[src/logic/cbt_params.svh]
`ifndef CBT_PARAMS_SVH
`define CBT_PARAMS_SVH

// Register byte addresses (bits [5:3] pick the window, bit 2 the three-byte view)
`define CBT_OFF_FIRST_COUNT   6'h00
`define CBT_OFF_FIRST_RELOAD  6'h08
`define CBT_OFF_SECOND_COUNT  6'h10
`define CBT_OFF_SECOND_RELOAD 6'h18
`define CBT_OFF_INPUT_CTRL    6'h20
`define CBT_OFF_RELOAD_SEL    6'h24
`define CBT_OFF_ROUTE_SEL     6'h28
`define CBT_THREE_BYTE_BIT    2

// Input control fields
`define CBT_SRC_LSB           0
`define CBT_WRAP_FIRST_BIT    16
`define CBT_WRAP_SECOND_BIT   17
`define CBT_CSRC_ZERO_LSB     18
`define CBT_CSRC_ONE_LSB      20

// Route select fields
`define CBT_ROUTE_FIRST_LSB   0
`define CBT_ROUTE_SECOND_LSB  12

// Reset values
`define CBT_INPUT_CTRL_RST    32'h0000_0000
`define CBT_RELOAD_SEL_RST    8'h00
`define CBT_ROUTE_SEL_RST     24'h00_0000
`define CBT_BYTE_RST          8'h00

`endif

[src/logic/cbt_pkg.sv]
package cbt_pkg;

  // Count source of one 8-bit block
  typedef enum logic [1:0] {
    CBT_SRC_PREV  = 2'b00,
    CBT_SRC_CLOCK = 2'b01,
    CBT_SRC_SHARED_COUNT_INPUT_ZERO  = 2'b10,
    CBT_SRC_SHARED_COUNT_INPUT_ONE  = 2'b11
  } cbt_src_e;

  // Source of a shared count input
  typedef enum logic [1:0] {
    CBT_CSRC_EXT  = 2'b00,
    CBT_CSRC_LOW  = 2'b01,
    CBT_CSRC_HIGH = 2'b10,
    CBT_CSRC_NONE = 2'b11
  } cbt_csrc_e;

  // One register access
  typedef struct packed {
    logic        wr;
    logic        rd;
    logic [5:0]  addr;
    logic [3:0]  be;
    logic [31:0] wdata;
  } cbt_bus_req_s;

  // Overflow routing of one wide timer
  typedef struct packed {
    logic [1:0] service;
    logic [1:0] out;
    logic [1:0] trig;
  } cbt_route_s;

endpackage : cbt_pkg

[src/logic/cbt_timer_pair.sv]
// How it works
// - Each wide timer has four 8-bit blocks A..D, each with count and reload.
// - Blocks run alone or chain into 16-, 24- or 32-bit timers.
// - Each block counts previous overflow, the module clock, or a shared count input.
// - Each A block takes its own or the other timer's D overflow, selected per timer.
// - Each shared count input comes from an external line or a companion overflow.
// - Count and reload each sit at two addresses; the first shows all four bytes.
// - Full window byte lanes 0..3 map A..D; halves B:A and D:C; word is all.
// - Three-byte window shows C..A only; its top byte reads zero.
// - Word store to the three-byte window leaves block D; bytes and halves also work.
// - Straddling halves and a D:C:B group need no support.
// - Reload trigger is own overflow or the reload event of the next higher block.
// - Block overflows route to two service, two output and two trigger lines per timer.
// - D overflow into an A block is delayed one clock, except first D into second A.
// - First A reload into second D reload arrives one clock late.
// - First-timer-low chains get no extra delay on overflow or reload.
// - Each block's 8-bit reload register loads that block's count on the block's reload event.
// - Counting is synchronous; each block advances at most once per clock.
//
// Added by the designer: the plain strobed port and the address map.
`timescale 1ns/1ps
`default_nettype none
`include "cbt_params.svh"

module cbt_timer_pair (
  // Clock and reset
  input  wire logic                  clock,
  input  wire logic                  rst,
  // Register port
  input  wire cbt_pkg::cbt_bus_req_s bus_req,
  output logic [31:0]                rd_data,
  // Count sources
  input  wire logic [1:0]            ext_count,
  input  wire logic                  companion_low_overflow,
  input  wire logic                  companion_high_overflow,
  // Overflow routing
  output cbt_pkg::cbt_route_s        first_route,
  output cbt_pkg::cbt_route_s        second_route
);
  import cbt_pkg::*;

  // Block index: 0..3 first timer A..D, 4..7 second timer A..D
  logic [7:0]  count_reg  [8];
  logic [7:0]  reload_reg [8];
  logic [15:0] block_src;
  logic        first_timer_wrap_select;   // 1 = take the other timer's D
  logic        second_timer_wrap_select;
  logic [1:0]  count_in_src [2];
  logic [3:0]  first_timer_reload_select; // 1 = follow next higher block
  logic [3:0]  second_timer_reload_select;
  logic [23:0] route_sel;

  logic        shared_count_input_zero;
  logic        shared_count_input_one;
  logic [7:0]  inc;
  logic [7:0]  ovf;
  logic [7:0]  reload_evt;
  logic [7:0]  reload_sel_all;
  logic        first_d_ovf_q;
  logic        second_d_ovf_q;
  logic        first_a_reload_q;

  // Bus decode
  logic [2:0]  win;
  logic        three_byte;
  assign win        = bus_req.addr[5:3];
  assign three_byte = bus_req.addr[`CBT_THREE_BYTE_BIT];
  assign reload_sel_all = {second_timer_reload_select, first_timer_reload_select};

  // Lane k of a count/reload window is writable unless it is D in the three-byte view
  function automatic logic lane_writes(input logic [3:0] be, input logic three,
                                       input int k);
    lane_writes = be[k] && !(three && (k == 3));
  endfunction : lane_writes

  // Next block up from block j; a D block maps to the other timer's A when that A takes its overflow, else to its own A
  function automatic int upper_of(input int j, input logic fw, input logic sw);
    if ((j % 4) != 3) begin
      upper_of = j + 1;
    end else if (j == 3) begin
      upper_of = sw ? 4 : 0;
    end else begin
      upper_of = fw ? 0 : 4;
    end
  endfunction : upper_of

  // Walk up the reload chain until a block that reloads on its own overflow.
  // The walk is bounded, so an all-follow ring yields no reload instead of a loop.
  function automatic logic reload_walk(input int i, input logic [7:0] of,
                                       input logic [7:0] rs, input logic fw,
                                       input logic sw, input logic a_q);
    int   j;
    logic done;
    logic hit;
    j    = i;
    done = 1'b0;
    hit  = 1'b0;
    for (int k = 0; k < 8; k++) begin
      if (!done) begin
        if (!rs[j]) begin
          hit  = of[j];
          done = 1'b1;
        end else if ((j == 7) && fw) begin
          hit  = a_q;
          done = 1'b1;
        end else begin
          j = upper_of(j, fw, sw);
        end
      end
    end
    reload_walk = hit;
  endfunction : reload_walk

  // Shared count inputs
  always_comb begin
    case (cbt_csrc_e'(count_in_src[0]))
      CBT_CSRC_EXT:  shared_count_input_zero = ext_count[0];
      CBT_CSRC_LOW:  shared_count_input_zero = companion_low_overflow;
      CBT_CSRC_HIGH: shared_count_input_zero = companion_high_overflow;
      default:       shared_count_input_zero = 1'b0;
    endcase
    case (cbt_csrc_e'(count_in_src[1]))
      CBT_CSRC_EXT:  shared_count_input_one = ext_count[1];
      CBT_CSRC_LOW:  shared_count_input_one = companion_low_overflow;
      CBT_CSRC_HIGH: shared_count_input_one = companion_high_overflow;
      default:       shared_count_input_one = 1'b0;
    endcase
  end

  // Count enables and overflows, rippling A to D in index order.
  // A blocks fed through a delay flop cut the ring, so the ripple is acyclic.
  always_comb begin
    logic prev;
    prev = 1'b0;
    inc  = 8'h00;
    ovf  = 8'h00;
    for (int i = 0; i < 8; i++) begin
      if (i == 0) begin
        prev = first_timer_wrap_select ? second_d_ovf_q : first_d_ovf_q;
      end else if (i == 4) begin
        prev = second_timer_wrap_select ? ovf[3] : second_d_ovf_q;
      end else begin
        prev = ovf[i-1];
      end
      case (cbt_src_e'(block_src[2*i +: 2]))
        CBT_SRC_PREV:  inc[i] = prev;
        CBT_SRC_CLOCK: inc[i] = 1'b1;
        CBT_SRC_SHARED_COUNT_INPUT_ZERO:  inc[i] = shared_count_input_zero;
        CBT_SRC_SHARED_COUNT_INPUT_ONE:  inc[i] = shared_count_input_one;
        default:       inc[i] = 1'b0;
      endcase
      ovf[i] = inc[i] && (count_reg[i] == 8'hff);
    end
  end

  // Reload events per block
  always_comb begin
    for (int i = 0; i < 8; i++) begin
      reload_evt[i] = reload_walk(i, ovf, reload_sel_all, first_timer_wrap_select,
                                  second_timer_wrap_select, first_a_reload_q);
    end
  end

  // Delay flops on the crossing paths
  always_ff @(posedge clock) begin
    if (rst) begin
      first_d_ovf_q    <= 1'b0;
      second_d_ovf_q   <= 1'b0;
      first_a_reload_q <= 1'b0;
    end else begin
      first_d_ovf_q    <= ovf[3];
      second_d_ovf_q   <= ovf[7];
      first_a_reload_q <= reload_evt[0];
    end
  end

  // Counters: a software write wins, then reload, then increment
  always_ff @(posedge clock) begin
    if (rst) begin
      for (int i = 0; i < 8; i++) begin
        count_reg[i] <= `CBT_BYTE_RST;
      end
    end else begin
      for (int i = 0; i < 8; i++) begin
        if (bus_req.wr && (win == ((i < 4) ? 3'd0 : 3'd2))
            && lane_writes(bus_req.be, three_byte, i % 4)) begin
          count_reg[i] <= bus_req.wdata[8*(i%4) +: 8];
        end else if (reload_evt[i]) begin
          count_reg[i] <= reload_reg[i];
        end else if (inc[i]) begin
          count_reg[i] <= count_reg[i] + 8'h01;
        end
      end
    end
  end

  // Reload registers, software only
  always_ff @(posedge clock) begin
    if (rst) begin
      for (int i = 0; i < 8; i++) begin
        reload_reg[i] <= `CBT_BYTE_RST;
      end
    end else begin
      for (int i = 0; i < 8; i++) begin
        if (bus_req.wr && (win == ((i < 4) ? 3'd1 : 3'd3))
            && lane_writes(bus_req.be, three_byte, i % 4)) begin
          reload_reg[i] <= bus_req.wdata[8*(i%4) +: 8];
        end
      end
    end
  end

  // Control registers
  always_ff @(posedge clock) begin
    if (rst) begin
      block_src                  <= 16'(`CBT_INPUT_CTRL_RST);
      first_timer_wrap_select    <= 1'b0;
      second_timer_wrap_select   <= 1'b0;
      count_in_src[0]            <= 2'h0;
      count_in_src[1]            <= 2'h0;
      first_timer_reload_select  <= 4'(`CBT_RELOAD_SEL_RST);
      second_timer_reload_select <= 4'(`CBT_RELOAD_SEL_RST >> 4);
      route_sel                  <= `CBT_ROUTE_SEL_RST;
    end else if (bus_req.wr) begin
      if (bus_req.addr == `CBT_OFF_INPUT_CTRL) begin
        block_src                <= bus_req.wdata[`CBT_SRC_LSB +: 16];
        first_timer_wrap_select  <= bus_req.wdata[`CBT_WRAP_FIRST_BIT];
        second_timer_wrap_select <= bus_req.wdata[`CBT_WRAP_SECOND_BIT];
        count_in_src[0]          <= bus_req.wdata[`CBT_CSRC_ZERO_LSB +: 2];
        count_in_src[1]          <= bus_req.wdata[`CBT_CSRC_ONE_LSB +: 2];
      end
      if (bus_req.addr == `CBT_OFF_RELOAD_SEL) begin
        first_timer_reload_select  <= bus_req.wdata[3:0];
        second_timer_reload_select <= bus_req.wdata[7:4];
      end
      if (bus_req.addr == `CBT_OFF_ROUTE_SEL) begin
        route_sel <= bus_req.wdata[23:0];
      end
    end
  end

  // Read data, valid the cycle after the strobe; unmapped reads give zero
  always_ff @(posedge clock) begin
    if (rst) begin
      rd_data <= 32'h0000_0000;
    end else if (bus_req.rd) begin
      rd_data <= 32'h0000_0000;
      case (bus_req.addr)
        `CBT_OFF_INPUT_CTRL: begin
          rd_data <= {10'h000, count_in_src[1], count_in_src[0],
                      second_timer_wrap_select, first_timer_wrap_select, block_src};
        end
        `CBT_OFF_RELOAD_SEL: begin
          rd_data <= {24'h00_0000, second_timer_reload_select, first_timer_reload_select};
        end
        `CBT_OFF_ROUTE_SEL: begin
          rd_data <= {8'h00, route_sel};
        end
        default: begin
          if ((bus_req.addr[1:0] == 2'b00) && (win < 3'd4)) begin
            for (int k = 0; k < 4; k++) begin
              if (three_byte && (k == 3)) begin
                rd_data[31:24] <= 8'h00;
              end else if (win[0]) begin
                rd_data[8*k +: 8] <= reload_reg[4*win[1] + k];
              end else begin
                rd_data[8*k +: 8] <= count_reg[4*win[1] + k];
              end
            end
          end
        end
      endcase
    end
  end

  // Overflow routing, registered so the lines are clean one-cycle pulses
  always_ff @(posedge clock) begin
    if (rst) begin
      first_route  <= '0;
      second_route <= '0;
    end else begin
      for (int n = 0; n < 2; n++) begin
        first_route.service[n]  <= ovf[route_sel[2*n +: 2]];
        first_route.out[n]      <= ovf[route_sel[4 + 2*n +: 2]];
        first_route.trig[n]     <= ovf[route_sel[8 + 2*n +: 2]];
        second_route.service[n] <= ovf[{1'b1, route_sel[12 + 2*n +: 2]}];
        second_route.out[n]     <= ovf[{1'b1, route_sel[16 + 2*n +: 2]}];
        second_route.trig[n]    <= ovf[{1'b1, route_sel[20 + 2*n +: 2]}];
      end
    end
  end

endmodule : cbt_timer_pair
`default_nettype wire

[config.mk]
export PLATFORM = sky130hd
export DESIGN_NAME = cbt_timer_pair
export DESIGN_NICKNAME = d
export VERILOG_FILES = /design/src/logic/cbt_pkg.sv /design/src/logic/cbt_timer_pair.sv
export VERILOG_INCLUDE_DIRS = /design/src /design/src/logic
export SDC_FILE = /design/constraint.sdc
export NUM_CORES = 1
export LEC_CHECK = 0
export BUFFER_PORTS_ARGS = -buffer_cell sky130_fd_sc_hd__buf_2
export CAP_MARGIN = 20
export CELL_PAD_IN_SITES_DETAIL_PLACEMENT = 0
export CELL_PAD_IN_SITES_GLOBAL_PLACEMENT = 1
export CORE_UTILIZATION = 52
export CTS_CLUSTER_SIZE = 40
export DETAILED_ROUTE_END_ITERATION = 6
export PLACE_DENSITY_LB_ADDON = 0.1
export REMOVE_ABC_BUFFERS = 1
export SLEW_MARGIN = 15
export SYNTH_ARGS = -nofsm -noshare
export SYNTH_HDL_FRONTEND = slang
export SYNTH_SLANG_ARGS = --single-unit
[constraint.sdc]
create_clock -name clock -period 26.4 [get_ports clock]
set_clock_uncertainty 0.1 [all_clocks]
set_input_delay 3.96 -clock clock [delete_from_list [all_inputs] [get_ports clock]]
set_output_delay 3.96 -clock clock [all_outputs]
set_load 0.02 [all_outputs]
==> summary.md <==
| Metric | Value |
|---|---|
| Number of antenna violations at the first check in global routing | 1 |
| Final setup violation count | 0 |
| Final period utilization | approximately 45% |
| Cell count after synthesis | 2,052 |
| Unrepaired setup endpoints after global routing | false |
| Number of H-tree levels | 1 |
| # placed instances | 2,496 |
| Finished Cell Area | between 15,000 and 20,000 µm² |
| Most common flop cell mapped by yosys | edfxtp_1 |
| Remaining DRCs | 0 |
| Core box area | between 30,000 and 40,000 µm² |
| CP Data Arrival Time | 12,080 ps |
| Type of the setup path with the least slack | reg2reg |
| Cell Area, Synth | 17,500 µm² |
| Simple-gate share of the synthesized area | 22.8% |
| Number of flops mapped to enable cells by yosys | around 130 |
| Count of yosys warnings during synthesis | 0 |
| Placement row count | 66 |
| Root Driver | clkbuf_16 |
| Relative area change from synthesis to final layout | 9.42% |
| Post-synthesis cell type count | 95 |
| Type of the most critical hold path | reg2reg |
| Number of search-and-repair iterations in the first detailed-routing pass | 5 |
| CTS tree | done |
| Required time at the worst-slack endpoint | 26,570 ps |
| Final layout net count | 2,166 |
| Capturing element type of the critical path | register |
| Max Cap Violations | 0 |
| Gp weighted congestion | 0.974 |
| Final-layout fill cell count | around 3,000 |
| Count of port buffers added during placement | 93 |
| Insertion delay of the later-clocked pin in the worst-skew pair | 570 ps |
| Post-CTS sizing | 0 |
| Antenna violation net count after detailed routing | 0 |
| Leakage | 6.86 nW |
| Share of final-layout standard cells stronger than drive strength 1 | 14.0% |
| Power density over the cells | 43.5 nW/µm² |
| Least-Margin Pin Slew | 1040 ps |
| Number of buffers created by CTS | 26 |
| Quantity of hold-fixing buffers added after cts | 0 |
| Tmin final | around 12,000 ps |
| Post-synthesis adder-cell area fraction | 2.29% |
| Max-slew violation count | 0 |
| Highest clock frequency the design can meet | 84.0 MHz |
| Proportion of synthesized chip area in sequential cells | between 30% and 40% |
| Element type at the critical path start | register |
| DR vias/cell | approximately 6.7 |
| Total wire length | 63.0 mm |
| Maximum fanout encountered on the critical timing path | 40 |
| Area after DPL | 18,300 µm² |
| Count of clock tree sinks | 229 |
| Sum of negative setup slack | 0 ps |
| Most common cell on crit path | ha_1 |
| Largest vdd supply drop | around 0.058 mV |
| Die width | around 190 µm |
| Starting DRC count in detailed routing | 1,751 |
| Congestion Overflow GR | 0 |
| Max Root-Sink Buffers | 3 |
| Main combinational cell family by area after synthesis | simple AND/OR/NAND/NOR gates |
| Compound-gate portion of the synthesized area | 21.8% |
| Vias in the first global route | ~16,000 |
| Total chip power | 0.832 mW |
| All-layer global routing usage | 36.9% |
| I/O Pins | between 90 and 100 |
| DP Wirelength | 44.4 mm |
| Synth Register Bits | around 230 |
| Routed via count | 17,100 |
| DR WL/cell | 24.7 µm |
| Worst slew margin relative to its limit | 30.3% |
| Proportion of register bits with asynchronous set or reset after synthesis | 0% |
| Maximum number of pins on one net before global-route repair | 59 |
| Max stage delay on crit path | 590 ps |
| Number of buffers inserted by post-CTS setup repair | 0 |
| Effective utilization at floorplan | between 50% and 60% |
| Clock transition at path regs | 60 ps |
| Final Hold Viols | 0 |
| Die Area | roughly 34,000 µm² |
| Vertical die dimension | between 150 and 200 µm |
| Xor and xnor area share after synthesis | between 2 and 2.5% |
| Count of non-filler cells in the finished layout | approximately 2,500 |
| Highest-delay cell along the critical path | ha_1 |
| Mean post-synth cell area | 8.51 µm² |
| Result of the run | complete, no violations |
| Mux contribution to synthesized area | between 10% and 20% |
| Final design utilization | between 50 and 60% |
| First-pass GRT wire length | 96.1 mm |
-- power breakdown --
part / switching (mW) / total [mW] / internal, mW
logic: 0.0461 / 0.0713 / 0.0252
registers: 0.0124 / 0.405 / 0.393
clock network: 0.157 / 0.355 / 0.199
total: 0.215 / 0.832 / 0.617
-- worst max-delay path: cells and delay by family (launching register included) --
kind	cells	cell delay (ps)
AND/OR/NAND/NOR	12	2810
flip-flops	1	310
multiplexers	2	1120
buffers and inverters	5	1500
AO/OA/AOI/OAI	11	3580
XOR/XNOR	1	300
adder cells (fa/ha/maj)	5	1830
-- logic make-up after synthesis --
kind of cell             Yosys count
AND/OR/NAND/NOR                  842
AO/OA/AOI/OAI                    564
flip-flops                       229
buffers and inverters            186
multiplexers                     148
XOR/XNOR                          49
adder cells (fa/ha/maj)           32
other                              2
-- cell type report --
| cell class | count | area (µm²) | area share, % |
|---|---|---|---|
| Timing Repair Buffer | 129 | 746 | 3.90 |
| Clock inverter | 13 | 86.3 | 0.452 |
| Clock buffer | 35 | 747 | 3.91 |
| Sequential cell | 229 | 5910 | 30.9 |
| Multi-Input combinational cell | 1637 | 10800 | 56.7 |
| Antenna cell | 3 | 7.51 | 0.0393 |
| Inverter | 61 | 229 | 1.20 |
| Tap cell | 442 | 553 | 2.89 |
-- layout by cell type, fill, tap and decap left out, drive strengths merged, types with 9 or more instances in the layout --
| cell | instances |
|---|---|
| a211o | 12 |
| a211oi | 41 |
| a21o | 11 |
| a21oi | 135 |
| a221oi | 12 |
| a22oi | 29 |
| a311oi | 9 |
| a31oi | 36 |
| and2 | 66 |
| and3 | 38 |
| buf | 129 |
| clkbuf | 35 |
| clkinv | 19 |
| dfxtp | 97 |
| edfxtp | 132 |
| ha | 32 |
| inv | 54 |
| mux2 | 16 |
| mux2i | 78 |
| mux4 | 54 |
| nand2 | 266 |
| nand2b | 12 |
| nand3 | 73 |
| nand4 | 16 |
| nor2 | 224 |
| nor2b | 31 |
| nor3 | 38 |
| o211ai | 33 |
| o21a | 17 |
| o21ai | 122 |
| o221a | 11 |
| o221ai | 12 |
| o22ai | 16 |
| o311ai | 9 |
| o31ai | 12 |
| or2 | 17 |
| or3 | 17 |
| or4 | 11 |
| xnor2 | 23 |
| xor2 | 26 |
-- cells in the mapped netlist (7+ instances only) --
cell type	n	area (µm²)
nand2_1	266	998
o31ai_1	11	82.6
xor2_1	25	219
a21oi_1	133	666
o221a_2	11	124
clkbuf_1	105	394
mux2i_1	77	771
a311oi_1	9	78.8
buf_1	9	33.8
mux2_2	14	158
o21a_1	17	128
xnor2_1	23	201
o221ai_1	11	96.3
inv_1	52	195
o211ai_1	31	233
nor2b_1	31	194
and4_1	7	61.3
a211o_1	12	105
a221oi_1	10	87.6
o22ai_1	16	100
nor2_1	224	841
o311ai_0	7	61.3
a21o_1	11	82.6
nor3_1	36	180
clkinv_1	7	26.3
or3_1	16	100
nand3_1	73	365
nand4_1	16	100
mux4_2	54	1220
or4_1	11	82.6
o31a_1	8	70.1
edfxtp_1	132	3960
a22oi_1	29	218
or2_2	15	93.8
ha_1	32	400
a31oi_1	36	225
and3_1	38	238
o21ai_0	116	581
dfxtp_1	97	1940
and2_1	63	394
a211oi_1	40	300
nand2b_1	12	75.1
-- worst paths after layout --
path                                         to                                      start  slack, ps  depth (start not counted)
setup / recovery  count_reg[3][3]$_SDFFCE_PN0P_  first_timer_reload_select[3]$_SDFFE_PP0P_      14490                         36
hold / removal          rd_data[5]$_SDFFE_PP0P_                    rd_data[5]$_SDFFE_PP0P_        380                          2
setup reg to reg  count_reg[3][3]$_SDFFCE_PN0P_  first_timer_reload_select[3]$_SDFFE_PP0P_      14490                         36
hold reg to reg         rd_data[5]$_SDFFE_PP0P_                    rd_data[5]$_SDFFE_PP0P_        380                          2
-- stage by stage --
stage	setup slack (ps)	hold WS [ps]
final	14490	375
after global routing	13580	405
after CTS	14700	377
after detailed placement	14750	364
after global placement	15080	361
after floorplan	15980	348
-- routing by layer --
metal / wire, µm / vias to the layer above / track usage [%]
li1: - / 7731 / -
met1: 25600 / 8221 / 49.9
met2: 28300 / 1010 / 58.4
met3: 6430 / 163 / 6.00
met4: 2780 / 0 / 15.6
met5: 0 / - / 0
No activity file was read; power rests on OpenSTA's default activity.
